`config.mk`:
```
export PLATFORM = sky130hd
export DESIGN_NAME = wss_search
export DESIGN_NICKNAME = d
export VERILOG_FILES = /design/src/core/wss_pkg.sv /design/src/core/wss_search.sv
export SDC_FILE = /design/constraint.sdc
export NUM_CORES = 1
export LEC_CHECK = 0
export BUFFER_PORTS_ARGS = -buffer_cell sky130_fd_sc_hd__buf_2
export CAP_MARGIN = 10
export CORE_MARGIN = 2
export CORE_UTILIZATION = 25
export DETAILED_ROUTE_END_ITERATION = 16
export REMOVE_ABC_BUFFERS = 1
export SLEW_MARGIN = 0
export SYNTH_ARGS = -nofsm -noshare
export SYNTH_HDL_FRONTEND = slang
export SYNTH_SLANG_ARGS = --single-unit
```
`constraint.sdc`:
```
create_clock -name i_clock -period 4 [get_ports i_clock]
set_clock_uncertainty 0.2 [all_clocks]
set_input_delay 0 -clock i_clock [delete_from_list [all_inputs] [get_ports i_clock]]
set_output_delay 0 -clock i_clock [all_outputs]
set_load 0.01 [all_outputs]
```
`src/core/wss_pkg.sv`:
```
// Constants and types shared by the wakeup search control logic
package wss_pkg;

    // Monitor positions in the select mask and in the status words
    localparam int MON_W = 6;
    localparam int MON_LEVEL = 0;
    localparam int MON_AMP = 1;
    localparam int MON_CHIP = 2;
    localparam int MON_CODE = 3;
    localparam int MON_BAUD = 4;
    localparam int MON_TIMER = 5;
    localparam int LVL_W = 8;

    // Slicer preload select value meaning "no preload from init register"
    localparam logic [1:0] PRELOAD_NONE = 2'h0;

    // Initial acquisition length of the slicer, in bit ticks
    localparam logic [1:0] ACQ_BITS = 2'h2;

    // Bit ticks per search timeout unit (prescaler length)
    localparam logic [3:0] UNIT_BITS = 4'h4;

    // Timeout count that disables the search timer
    localparam logic [5:0] TIMEOUT_OFF = 6'h00;

    // Values after reset
    localparam logic SOR_RST = 1'b0;
    localparam logic FAIL_RST = 1'b0;
    localparam logic [MON_W-1:0] STAT_RST = 6'h00;
    localparam logic [LVL_W-1:0] LVL_RST = 8'h00;

    typedef enum logic [1:0] {
        WSS_IDLE,
        WSS_ACQ,
        WSS_RUN
    } wss_state_e_t;

    typedef struct packed {
        wss_state_e_t st;
        logic [1:0] bitcnt;
        logic [3:0] pre;
        logic [5:0] tmr;
        logic texp;
        logic busy;
        logic rst_tmr;
        logic rst_amp;
        logic rst_sl;
        logic rst_cc;
        logic slv;
        logic irq;
        logic fail;
        logic [MON_W-1:0] vst;
        logic [MON_W-1:0] est;
        logic [LVL_W-1:0] lvl;
        logic sor;
    } wss_regs_t;

endpackage

```
`src/core/wss_search.sv`:
```
// Wakeup search control: monitor sequencing, pass/fail decision, status snapshot
`timescale 1ns/1ps

module wss_search (
    input wire logic i_clock,
    input wire logic i_srst,
    // Search control
    input wire logic i_search_start,
    input wire logic i_search_mode,
    input wire logic i_init_acq_en,
    input wire logic [1:0] i_slicer_preload_select,
    input wire logic [5:0] i_monitor_select_mask,
    input wire logic [5:0] i_search_timeout_count,
    input wire logic i_bit_tick,
    input wire logic i_chip_timeout,
    // Monitor results
    input wire logic [5:0] i_mon_valid,
    input wire logic [5:0] i_mon_error,
    input wire logic [7:0] i_signal_level,
    // Host serial interface events and sampling control
    input wire logic i_read_cmd,
    input wire logic i_read_level_reg,
    input wire logic i_sor_write,
    input wire logic i_sor_wdata,
    input wire logic i_manual_sampling,
    // Monitor resets and slicer state
    output logic o_rst_timer,
    output logic o_rst_amplitude,
    output logic o_rst_slicer,
    output logic o_rst_chip_code,
    output logic o_rst_baud,
    output logic o_slicer_acq,
    output logic o_slicer_valid,
    // Search result
    output logic o_search_busy,
    output logic o_irq,
    output logic o_search_failed_flag,
    // Snapshot registers
    output logic [5:0] o_monitor_valid_status,
    output logic [5:0] o_monitor_error_status,
    output logic [7:0] o_signal_level_status,
    output logic o_sample_on_read
);

    wss_pkg::wss_regs_t r;
    wss_pkg::wss_regs_t n;

    logic [5:0] live_valid;
    logic [5:0] live_error;
    logic [5:0] pass_w;
    logic [5:0] fail_w;
    logic all_pass;
    logic any_fail;
    logic end_w;
    logic sample_w;
    logic restart_w;
    logic timer_on;

    // Live monitor state; the timer takes the top position
    always_comb begin
        live_valid = i_mon_valid;
        live_error = i_mon_error;
        live_valid[wss_pkg::MON_TIMER] = r.texp;
        live_error[wss_pkg::MON_TIMER] = r.texp;
    end

    // Pass/fail terms toward the decision
    always_comb begin
        for (int i = 0; i < wss_pkg::MON_W; i++) begin
            if (!i_monitor_select_mask[i]) begin
                pass_w[i] = 1'b1;
                fail_w[i] = 1'b0;
            end else begin
                pass_w[i] = i_mon_valid[i] & ~i_mon_error[i];
                fail_w[i] = i_mon_valid[i] & i_mon_error[i];
            end
        end
        // Timer never blocks success; it only forces failure in mode 2
        pass_w[wss_pkg::MON_TIMER] = 1'b1;
        fail_w[wss_pkg::MON_TIMER] = i_search_mode & r.texp;
    end

    assign all_pass = &pass_w;
    assign any_fail = |fail_w;
    assign end_w = r.busy & ~i_search_start & (all_pass | any_fail);
    assign sample_w = end_w | (i_read_cmd & r.sor);
    assign restart_w = i_search_mode & i_init_acq_en & i_chip_timeout;
    assign timer_on = i_search_timeout_count != wss_pkg::TIMEOUT_OFF;

    always_comb begin
        n = r;
        n.irq = 1'b0;
        n.rst_tmr = 1'b0;
        n.rst_amp = 1'b0;
        n.rst_sl = 1'b0;
        if (i_search_start) begin
            n.busy = 1'b1;
            n.rst_tmr = 1'b1;
            n.rst_amp = 1'b1;
            n.rst_sl = i_slicer_preload_select != wss_pkg::PRELOAD_NONE;
            n.pre = 4'h0;
            n.tmr = 6'h00;
            n.texp = 1'b0;
            n.bitcnt = 2'h0;
            n.slv = ~i_init_acq_en;
            n.st = i_init_acq_en ? wss_pkg::WSS_ACQ : wss_pkg::WSS_RUN;
        end else begin
            case (r.st)
                wss_pkg::WSS_ACQ: begin
                    if (i_bit_tick) begin
                        n.bitcnt = r.bitcnt + 2'h1;
                        if (r.bitcnt == wss_pkg::ACQ_BITS - 2'h1) begin
                            n.st = wss_pkg::WSS_RUN;
                            n.slv = 1'b1;
                        end
                    end
                end
                wss_pkg::WSS_RUN: begin
                    if (restart_w) begin
                        n.st = wss_pkg::WSS_ACQ;
                        n.bitcnt = 2'h0;
                        n.slv = 1'b0;
                        n.rst_sl = i_slicer_preload_select != wss_pkg::PRELOAD_NONE;
                    end
                end
                wss_pkg::WSS_IDLE: begin
                    n.st = wss_pkg::WSS_IDLE;
                end
                default: begin
                    n.st = wss_pkg::WSS_IDLE;
                end
            endcase
            // Search timer runs in both modes so its status is always reported
            if (r.busy && timer_on && !r.texp && i_bit_tick) begin
                if (r.pre == wss_pkg::UNIT_BITS - 4'h1) begin
                    n.pre = 4'h0;
                    n.tmr = r.tmr + 6'h01;
                    if (r.tmr + 6'h01 == i_search_timeout_count) begin
                        n.texp = 1'b1;
                    end
                end else begin
                    n.pre = r.pre + 4'h1;
                end
            end
            if (end_w) begin
                n.st = wss_pkg::WSS_IDLE;
                n.busy = 1'b0;
                n.irq = 1'b1;
                n.fail = any_fail;
            end
        end
        // Checkers stay in reset for the whole acquisition phase
        n.rst_cc = i_search_start | (n.st == wss_pkg::WSS_ACQ);
        // All three words are captured together; errors masked by validity
        if (sample_w) begin
            n.vst = live_valid;
            n.est = live_valid & live_error;
            n.lvl = i_signal_level;
        end
        if (end_w) begin
            n.sor = 1'b0;
        end else if (i_sor_write) begin
            n.sor = i_sor_wdata;
        end else if (i_read_level_reg && !i_manual_sampling) begin
            n.sor = 1'b1;
        end
    end

    always_ff @(posedge i_clock) begin
        if (i_srst) begin
            r.st <= wss_pkg::WSS_IDLE;
            r.bitcnt <= 2'h0;
            r.pre <= 4'h0;
            r.tmr <= 6'h00;
            r.texp <= 1'b0;
            r.busy <= 1'b0;
            r.rst_tmr <= 1'b0;
            r.rst_amp <= 1'b0;
            r.rst_sl <= 1'b0;
            r.rst_cc <= 1'b0;
            r.slv <= 1'b0;
            r.irq <= 1'b0;
            r.fail <= wss_pkg::FAIL_RST;
            r.vst <= wss_pkg::STAT_RST;
            r.est <= wss_pkg::STAT_RST;
            r.lvl <= wss_pkg::LVL_RST;
            r.sor <= wss_pkg::SOR_RST;
        end else begin
            r <= n;
        end
    end

    assign o_rst_timer = r.rst_tmr;
    assign o_rst_amplitude = r.rst_amp;
    assign o_rst_slicer = r.rst_sl;
    assign o_rst_chip_code = r.rst_cc;
    assign o_rst_baud = r.rst_cc;
    assign o_slicer_acq = r.st == wss_pkg::WSS_ACQ;
    assign o_slicer_valid = r.slv;
    assign o_search_busy = r.busy;
    assign o_irq = r.irq;
    assign o_search_failed_flag = r.fail;
    assign o_monitor_valid_status = r.vst;
    assign o_monitor_error_status = r.est;
    assign o_signal_level_status = r.lvl;
    assign o_sample_on_read = r.sor;
endmodule

```
==> impl_metrics.csv, run 1 <==
group,metric,value,unit
outcome,outcome,"completed",
finish,final_layout_size_suffix_gt1_frac,0.2749,
yosys,syn_area,2355,um^2
floorplan,die_h,101.1,um
flow_run,cap_violations,0,
grt,overflow,0,
cts,clk-insertion-delay-late,0.29,ns
yosys,synth_seq_area_share,0.3571,
critical_path,cpPeakStageDelay,0.58,ns
yosys,synth_seq_cells,42,
pwr,power_density,306.3,nW/um^2
timing,fin_crit,2.819,ns
min_path,worstHoldPathType,"in -> reg",
floorplan,dieArea,10210,um^2
critical_path,critPathKind,"reg -> reg",
critical_path,crit_fanout,5,
yosys,synthDistinctLibCells,48,
timing,tns,0,ns
grt,grt_max_degree,50,
finish,regArea,840.8,um^2
cts,clk_path_buf_depth,2,
placement,hpwl,3.738,mm
yosys,yosysWarnings,0,
placement,place_ws,1.972,ns
timing,rsz0062_at_grt,"false",
detailed_routing,firstDrtPassIters,4,
detailed_routing,drc,0,
finish,fin_util,0.3320,
cts,root_buffer,"clkbuf_8",
yosys,synth-edff-count,0,
cts,cts_hold_buf,30,
detailed_routing,viasPerCell,4.567,
finish,syn_to_final_growth,29.65,%
cts,clkSinkCount,42,
grt,grt_use_total,0.1054,
critical_path,cpMostUsedCell,"dlygate4sd3_1",
finish,antenna_cells,0,
critical_path,reg2reg_setup_slack,1.18,ns
cts,numCtsBuffers,5,
critical_path,critPathCaptureType,"flip-flop",
floorplan,die-width,101.1,um
cts,clk_pin_slew,0.09,ns
timing,finalSetupViolations,0,
placement,gp_congestion,0.7800,
critical_path,start_kind,"flip-flop",
placement,portBuffers,73,
grt,grt_pass1_wl,8.887,mm
detailed_routing,drtIter0Drc,56,
critical_path,crit_path_top_delay_cell,"dlygate4sd3_1",
detailed_routing,drtAntennaViolNets,0,
min_path,hold_start,"i_bit_tick",
grt,antenna_found_initial,0,
finish,multiInputGateArea,1265,um^2
cts,post-cts-setup-buffers,0,
floorplan,fp-row-count,35,
critical_path,crit_required,4.04,ns
floorplan,initial_utilization,0.2561,
finish,n_fill_cell,959,
pwr,p_leak,1.373,nW
cts,h-tree-depth,2,
yosys,syn_inst,262,
timing,layout_setup_ws,1.181,ns
grt,grt_pass1_vias,1990,
cts,cts_tree,"yes",
critical_path,crit_chain,"ha_1 > xor2_1 > a211oi_1 > o2111ai_1 > dlygate4sd3_1 > o31ai_1 > dlygate4sd3_1",
yosys,async_reset_ff_frac,0,
detailed_routing,vias,2069,
timing,max_slew_margin,0.5475,
pwr,peakVddDrop,0.0001259,V
yosys,synth_flop_cell,"dfxtp_1",
detailed_routing,wl_per_cell,11.85,um
timing,final_max_slew_viol_count,0,
timing,fmax,354.7,MHz
critical_path,crit_start,"r[30]",
finish,fin_nets,392,
critical_path,crit_arrival,2.86,ns
timing,hold_viol_final,0,
timing,tightestPinTransition,0.6787,ns
detailed_routing,drt_wl_total,5.366,mm
timing,fin_crit_sh,0.7048,
critical_path,reg2reg_from,"r[30]",
yosys,synth.avg_cell_area,8.988,um^2
floorplan,pin_count,77,
cts,cts_resized,0,
floorplan,core-area,9196,um^2
flip-flops by register name, summed over array words and instances (netlist names):
signal and count:
o_irq 1, r 14, o_sample_on_read 1, o_monitor_valid_status 6
o_search_busy 1, o_rst_timer 1, o_search_failed_flag 1, o_slicer_valid 1
o_monitor_error_status 5, o_rst_baud 1, o_signal_level_status 8, o_rst_slicer 1
live_error 1
metal layers:
layer,track usage,vias up,wire length [um]
met4,0.02807,0,61
met1,0.1302,963,2454
met5,0,-,0
li1,-,1036,-
met2,0.1834,62,2521
met3,0.02427,8,328
stage by stage:
step | instance area [um^2] | hold slack [ns] | power, mW | cells
floorplan | 2126 | -0.1309 | 0.5240 | 230
global placement | 2644 | 0.05970 | 0.5858 | 415
detailed placement | 2644 | 0.06081 | 0.5887 | 415
CTS | 3053 | 0.007936 | 0.9525 | 453
global route | 3053 | 0.06367 | 0.9850 | 453
finish | 3053 | 0.02672 | 0.9352 | 453
worst paths after layout:
| path | cells after the start | to |
|---|---|---|
| hold reg to reg | 2 | o_signal_level_status[4] |
| hold / removal | 5 | r[38] |
| setup / recovery | 7 | live_error[5] |
| setup reg to reg | 7 | live_error[5] |
cell usage in the layout (no fill, tap or decap), types with 2 or more instances in the layout:
cell           Yosys  layout
buf_2              0      73
dfxtp_1           42      42
nand2b_1          40      40
dlygate4sd3_1      0      30
mux2i_1           21      21
nor2_1            20      20
a21oi_1           12      12
nand3_1            9       9
o21ai_0            9       9
inv_1              7       7
nand2_1            7       7
xor2_1             6       6
nand3b_1           5       5
xnor2_1            5       5
ha_1               5       5
clkbuf_8           0       5
nor2b_1            3       3
nand4_1            2       2
a32o_1             2       2
or3_1              2       2
or3_2              2       2
o211ai_1           2       2
a211oi_1           2       2
nor3_1             2       2
clkinv_2           0       2
layout make-up:
| class | count | share of cell area |
|---|---|---|
| multi-input combinational | 181 | 0.4143 |
| sequential | 42 | 0.2754 |
| timing repair buffer | 104 | 0.2205 |
| tap | 111 | 0.04549 |
| clock buffer | 5 | 0.02254 |
| clock inverter | 3 | 0.01311 |
| inverter | 7 | 0.008607 |
cells by family (layout without fill, tap and decap cells):
| family | after synthesis | in the layout | synth area share |
|---|---|---|---|
| and+or+nand+nor | 100 | 100 | 0.2455 |
| xor gates and xnor gates | 11 | 11 | 0.04091 |
| buffers and inverters | 39 | 119 | 0.1084 |
| muxes | 22 | 22 | 0.09405 |
| AOI/OAI and AO/OA | 43 | 43 | 0.1275 |
| adders and majority gates | 5 | 5 | 0.02657 |
| DFF | 42 | 42 | 0.3571 |
cell usage after synthesis (2+ instances only):
cell       instances  share of area
xor2_1             6          0.022
a211oi_1           2         0.0064
or3_2              2         0.0064
dfxtp_1           42           0.36
mux2i_1           21          0.089
a32o_1             2         0.0085
nand3_1            9          0.019
nand2b_1          40           0.11
nor2b_1            3         0.0080
or3_1              2         0.0053
buf_4             23          0.073
o21ai_0            9          0.019
inv_1              7          0.011
nand2_1            7          0.011
nand4_1            2         0.0053
o211ai_1           2         0.0064
nor3_1             2         0.0043
clkbuf_1           6         0.0096
nor2_1            20          0.032
xnor2_1            5          0.019
nand3b_1           5          0.016
ha_1               5          0.027
a21oi_1           12          0.026
buf_6              3          0.014
a2bb2oi_1          2         0.0074
power by group:
group	leakage [nW]	internal, mW	switching [mW]
registers	0.342	0.433	0.00893
clock network	0.0579	0.184	0.152
logic	0.973	0.0827	0.0747
critical path: cells and delay by family, from the launching register on:
kind	cells	cell delay, ns
compound gates	3	0.54
fa+ha+maj	1	0.28
flops	1	0.43
buf+inv	2	1.15
xor+xnor	1	0.16
No activity file was read; power rests on OpenSTA's default activity.
==> run 2, diff against run 1 <==
==> constraint.sdc (replaced) <==
create_clock -name i_clock -period 2.9 [get_ports i_clock]
set_clock_uncertainty 0.2 [all_clocks]
set_input_delay 0 -clock i_clock [delete_from_list [all_inputs] [get_ports i_clock]]
set_output_delay 0 -clock i_clock [all_outputs]
set_load 0.01 [all_outputs]
==> impl_metrics.csv, run 2 (same netlist as run 1, synthesis figures left out) <==
group,metric,value,unit
placement,gp_congestion,0.8396,
finish,final_cell_mix,"buf_2, dfxtp_1, nand2b_1",
finish,top_register,"r",
grt,grt_max_degree,50,
floorplan,initial_utilization,0.2561,
critical_path,crit_fanout,5,
detailed_routing,firstDrtPassIters,4,
cts,clk_pin_slew,0.08,ns
grt,overflow,0,
finish,final_common_cell,"buf_2",
detailed_routing,drtIter0Drc,53,
grt,antenna_found_initial,0,
critical_path,crit_required,2.93,ns
timing,fin_crit_sh,0.7806,
critical_path,crit_arrival,2.30,ns
placement,portBuffers,73,
pwr,p_leak,1.367,nW
finish,regArea,840.8,um^2
pwr,peakVddDrop,0.0001681,V
timing,hold_ws,0.02323,ns
pwr,power_density,403.9,nW/um^2
critical_path,start_kind,"flip-flop",
timing,fin_crit,2.264,ns
cts,numCtsBuffers,5,
floorplan,die_h,101.1,um
cts,root_buffer,"clkbuf_8",
finish,final_layout_size_suffix_gt1_frac,0.2741,
floorplan,core-area,9196,um^2
timing,max_slew_margin,0.5630,
detailed_routing,drtAntennaViolNets,0,
timing,finalSetupViolations,0,
finish,syn_to_final_growth,29.49,%
timing,tns,0,ns
flow_run,cap_violations,0,
finish,fin_nets,393,
detailed_routing,drt_wl_total,5.352,mm
detailed_routing,drc,0,
cts,clkSinkCount,42,
cts,cts_tree,"yes",
min_path,holdPathStages,4,
grt,grt_pass1_vias,1948,
cts,clk-insertion-delay-late,0.30,ns
grt,grt_use_total,0.1052,
floorplan,dieArea,10210,um^2
grt,grt_pass1_wl,8.673,mm
floorplan,pin_count,77,
critical_path,critPathKind,"reg -> reg",
pwr,switching_share,0.2652,
pwr,seqPwrFrac,0.495,
floorplan,fp-row-count,35,
finish,antenna_cells,0,
pwr,p_int,0.9050,mW
min_path,worstHoldPathType,"in -> reg",
floorplan,die-width,101.1,um
finish,multiInputGateArea,1265,um^2
cts,clk_path_buf_depth,2,
detailed_routing,wl_per_cell,11.79,um
placement,hpwl,3.759,mm
pwr,switchingPower,0.3266,mW
critical_path,r2r_cells,6,
detailed_routing,vias,2040,
detailed_routing,viasPerCell,4.493,
pwr,clock_power_share,0.327,
critical_path,critPathCaptureType,"flip-flop",
timing,tightestPinTransition,0.6555,ns
cts,h-tree-depth,2,
finish,largest_reg_flops,14,
timing,final_max_slew_viol_count,0,
pwr,combinationalPowerShare,0.178,
outcome,outcome,"completed",
finish,n_fill_cell,954,
timing,fmax,441.7,MHz
cts,cts_resized,0,
timing,rsz0062_at_grt,"false",
timing,hold_viol_final,0,
==> run 2: cell types whose count changed in the layout (fill, tap and decap cells not counted), sizes merged <==
| cell | before | now |
|---|---|---|
| bufinv | 1 | 0 |
| clkbuf | 5 | 6 |
| clkinv | 2 | 1 |
| clkinvlp | 0 | 1 |
| dlygate4sd3 | 30 | 31 |
==> run 2: final timing paths <==
kind / start / endpoint / slack [ns]
setup / recovery: r[30] / live_error[5] / 0.64
hold / removal: i_search_mode / o_search_failed_flag / 0.02
setup reg to reg: r[30] / live_error[5] / 0.64
hold reg to reg: o_monitor_valid_status[0] / o_monitor_valid_status[0] / 0.27
==> run 2: routing by layer <==
metal | vias to the layer above | track usage | share of wire | wire length [um]
met2 | 49 | 0.1788 | 0.46 | 2469
met5 | - | 0 | 0 | 0
li1 | 1041 | - | - | -
met4 | 0 | 0.02807 | 0.0095 | 51
met1 | 943 | 0.1305 | 0.48 | 2566
met3 | 7 | 0.02913 | 0.049 | 264
==> run 2: power by group through the flow <==
stage / clock network, mW / registers, mW / logic (mW)
global route: 0.452 / 0.613 / 0.242
finish: 0.403 / 0.610 / 0.219
CTS: 0.427 / 0.610 / 0.220
floorplan: 0 / 0.633 / 0.0895
detailed placement: 0 / 0.624 / 0.188
global placement: 0 / 0.623 / 0.185
==> run 2: critical path, cell delays in order, from the launching register on <==
cell           delay, ns
dfxtp_1             0.43
ha_1                0.29
xor2_1              0.17
a211oi_1            0.20
o2111ai_1           0.16
o31ai_1             0.20
dlygate4sd3_1       0.56
==> run 2: what timing repair did <==
item / in CTS / in global routing
hold endpoints to repair: 28 / 0
hold buffers: 31 / 0
buffers inserted: 0 / 0
==> run 2: layout make-up <==
class / instances / area share
Multi-Input combinational cell: 181 / 0.4149
Clock inverter: 2 / 0.004103
Clock buffer: 6 / 0.02708
Sequential cell: 42 / 0.2757
Timing Repair Buffer: 105 / 0.2240
Inverter: 7 / 0.008617
Tap cell: 111 / 0.04555
==> run 2: stage by stage <==
stage               total power [mW]  setup slack, ns  utilization  area [um^2]  instances
floorplan                     0.7228          0.04945            -         2126        230
global placement              0.8083           0.9345       0.2875         2644        415
detailed placement            0.8120           0.8774       0.2875         2644        415
CTS                            1.258           0.6285       0.3316         3049        454
global route                   1.306           0.4398       0.3316         3049        454
finish                         1.232           0.6362       0.3316         3049        454
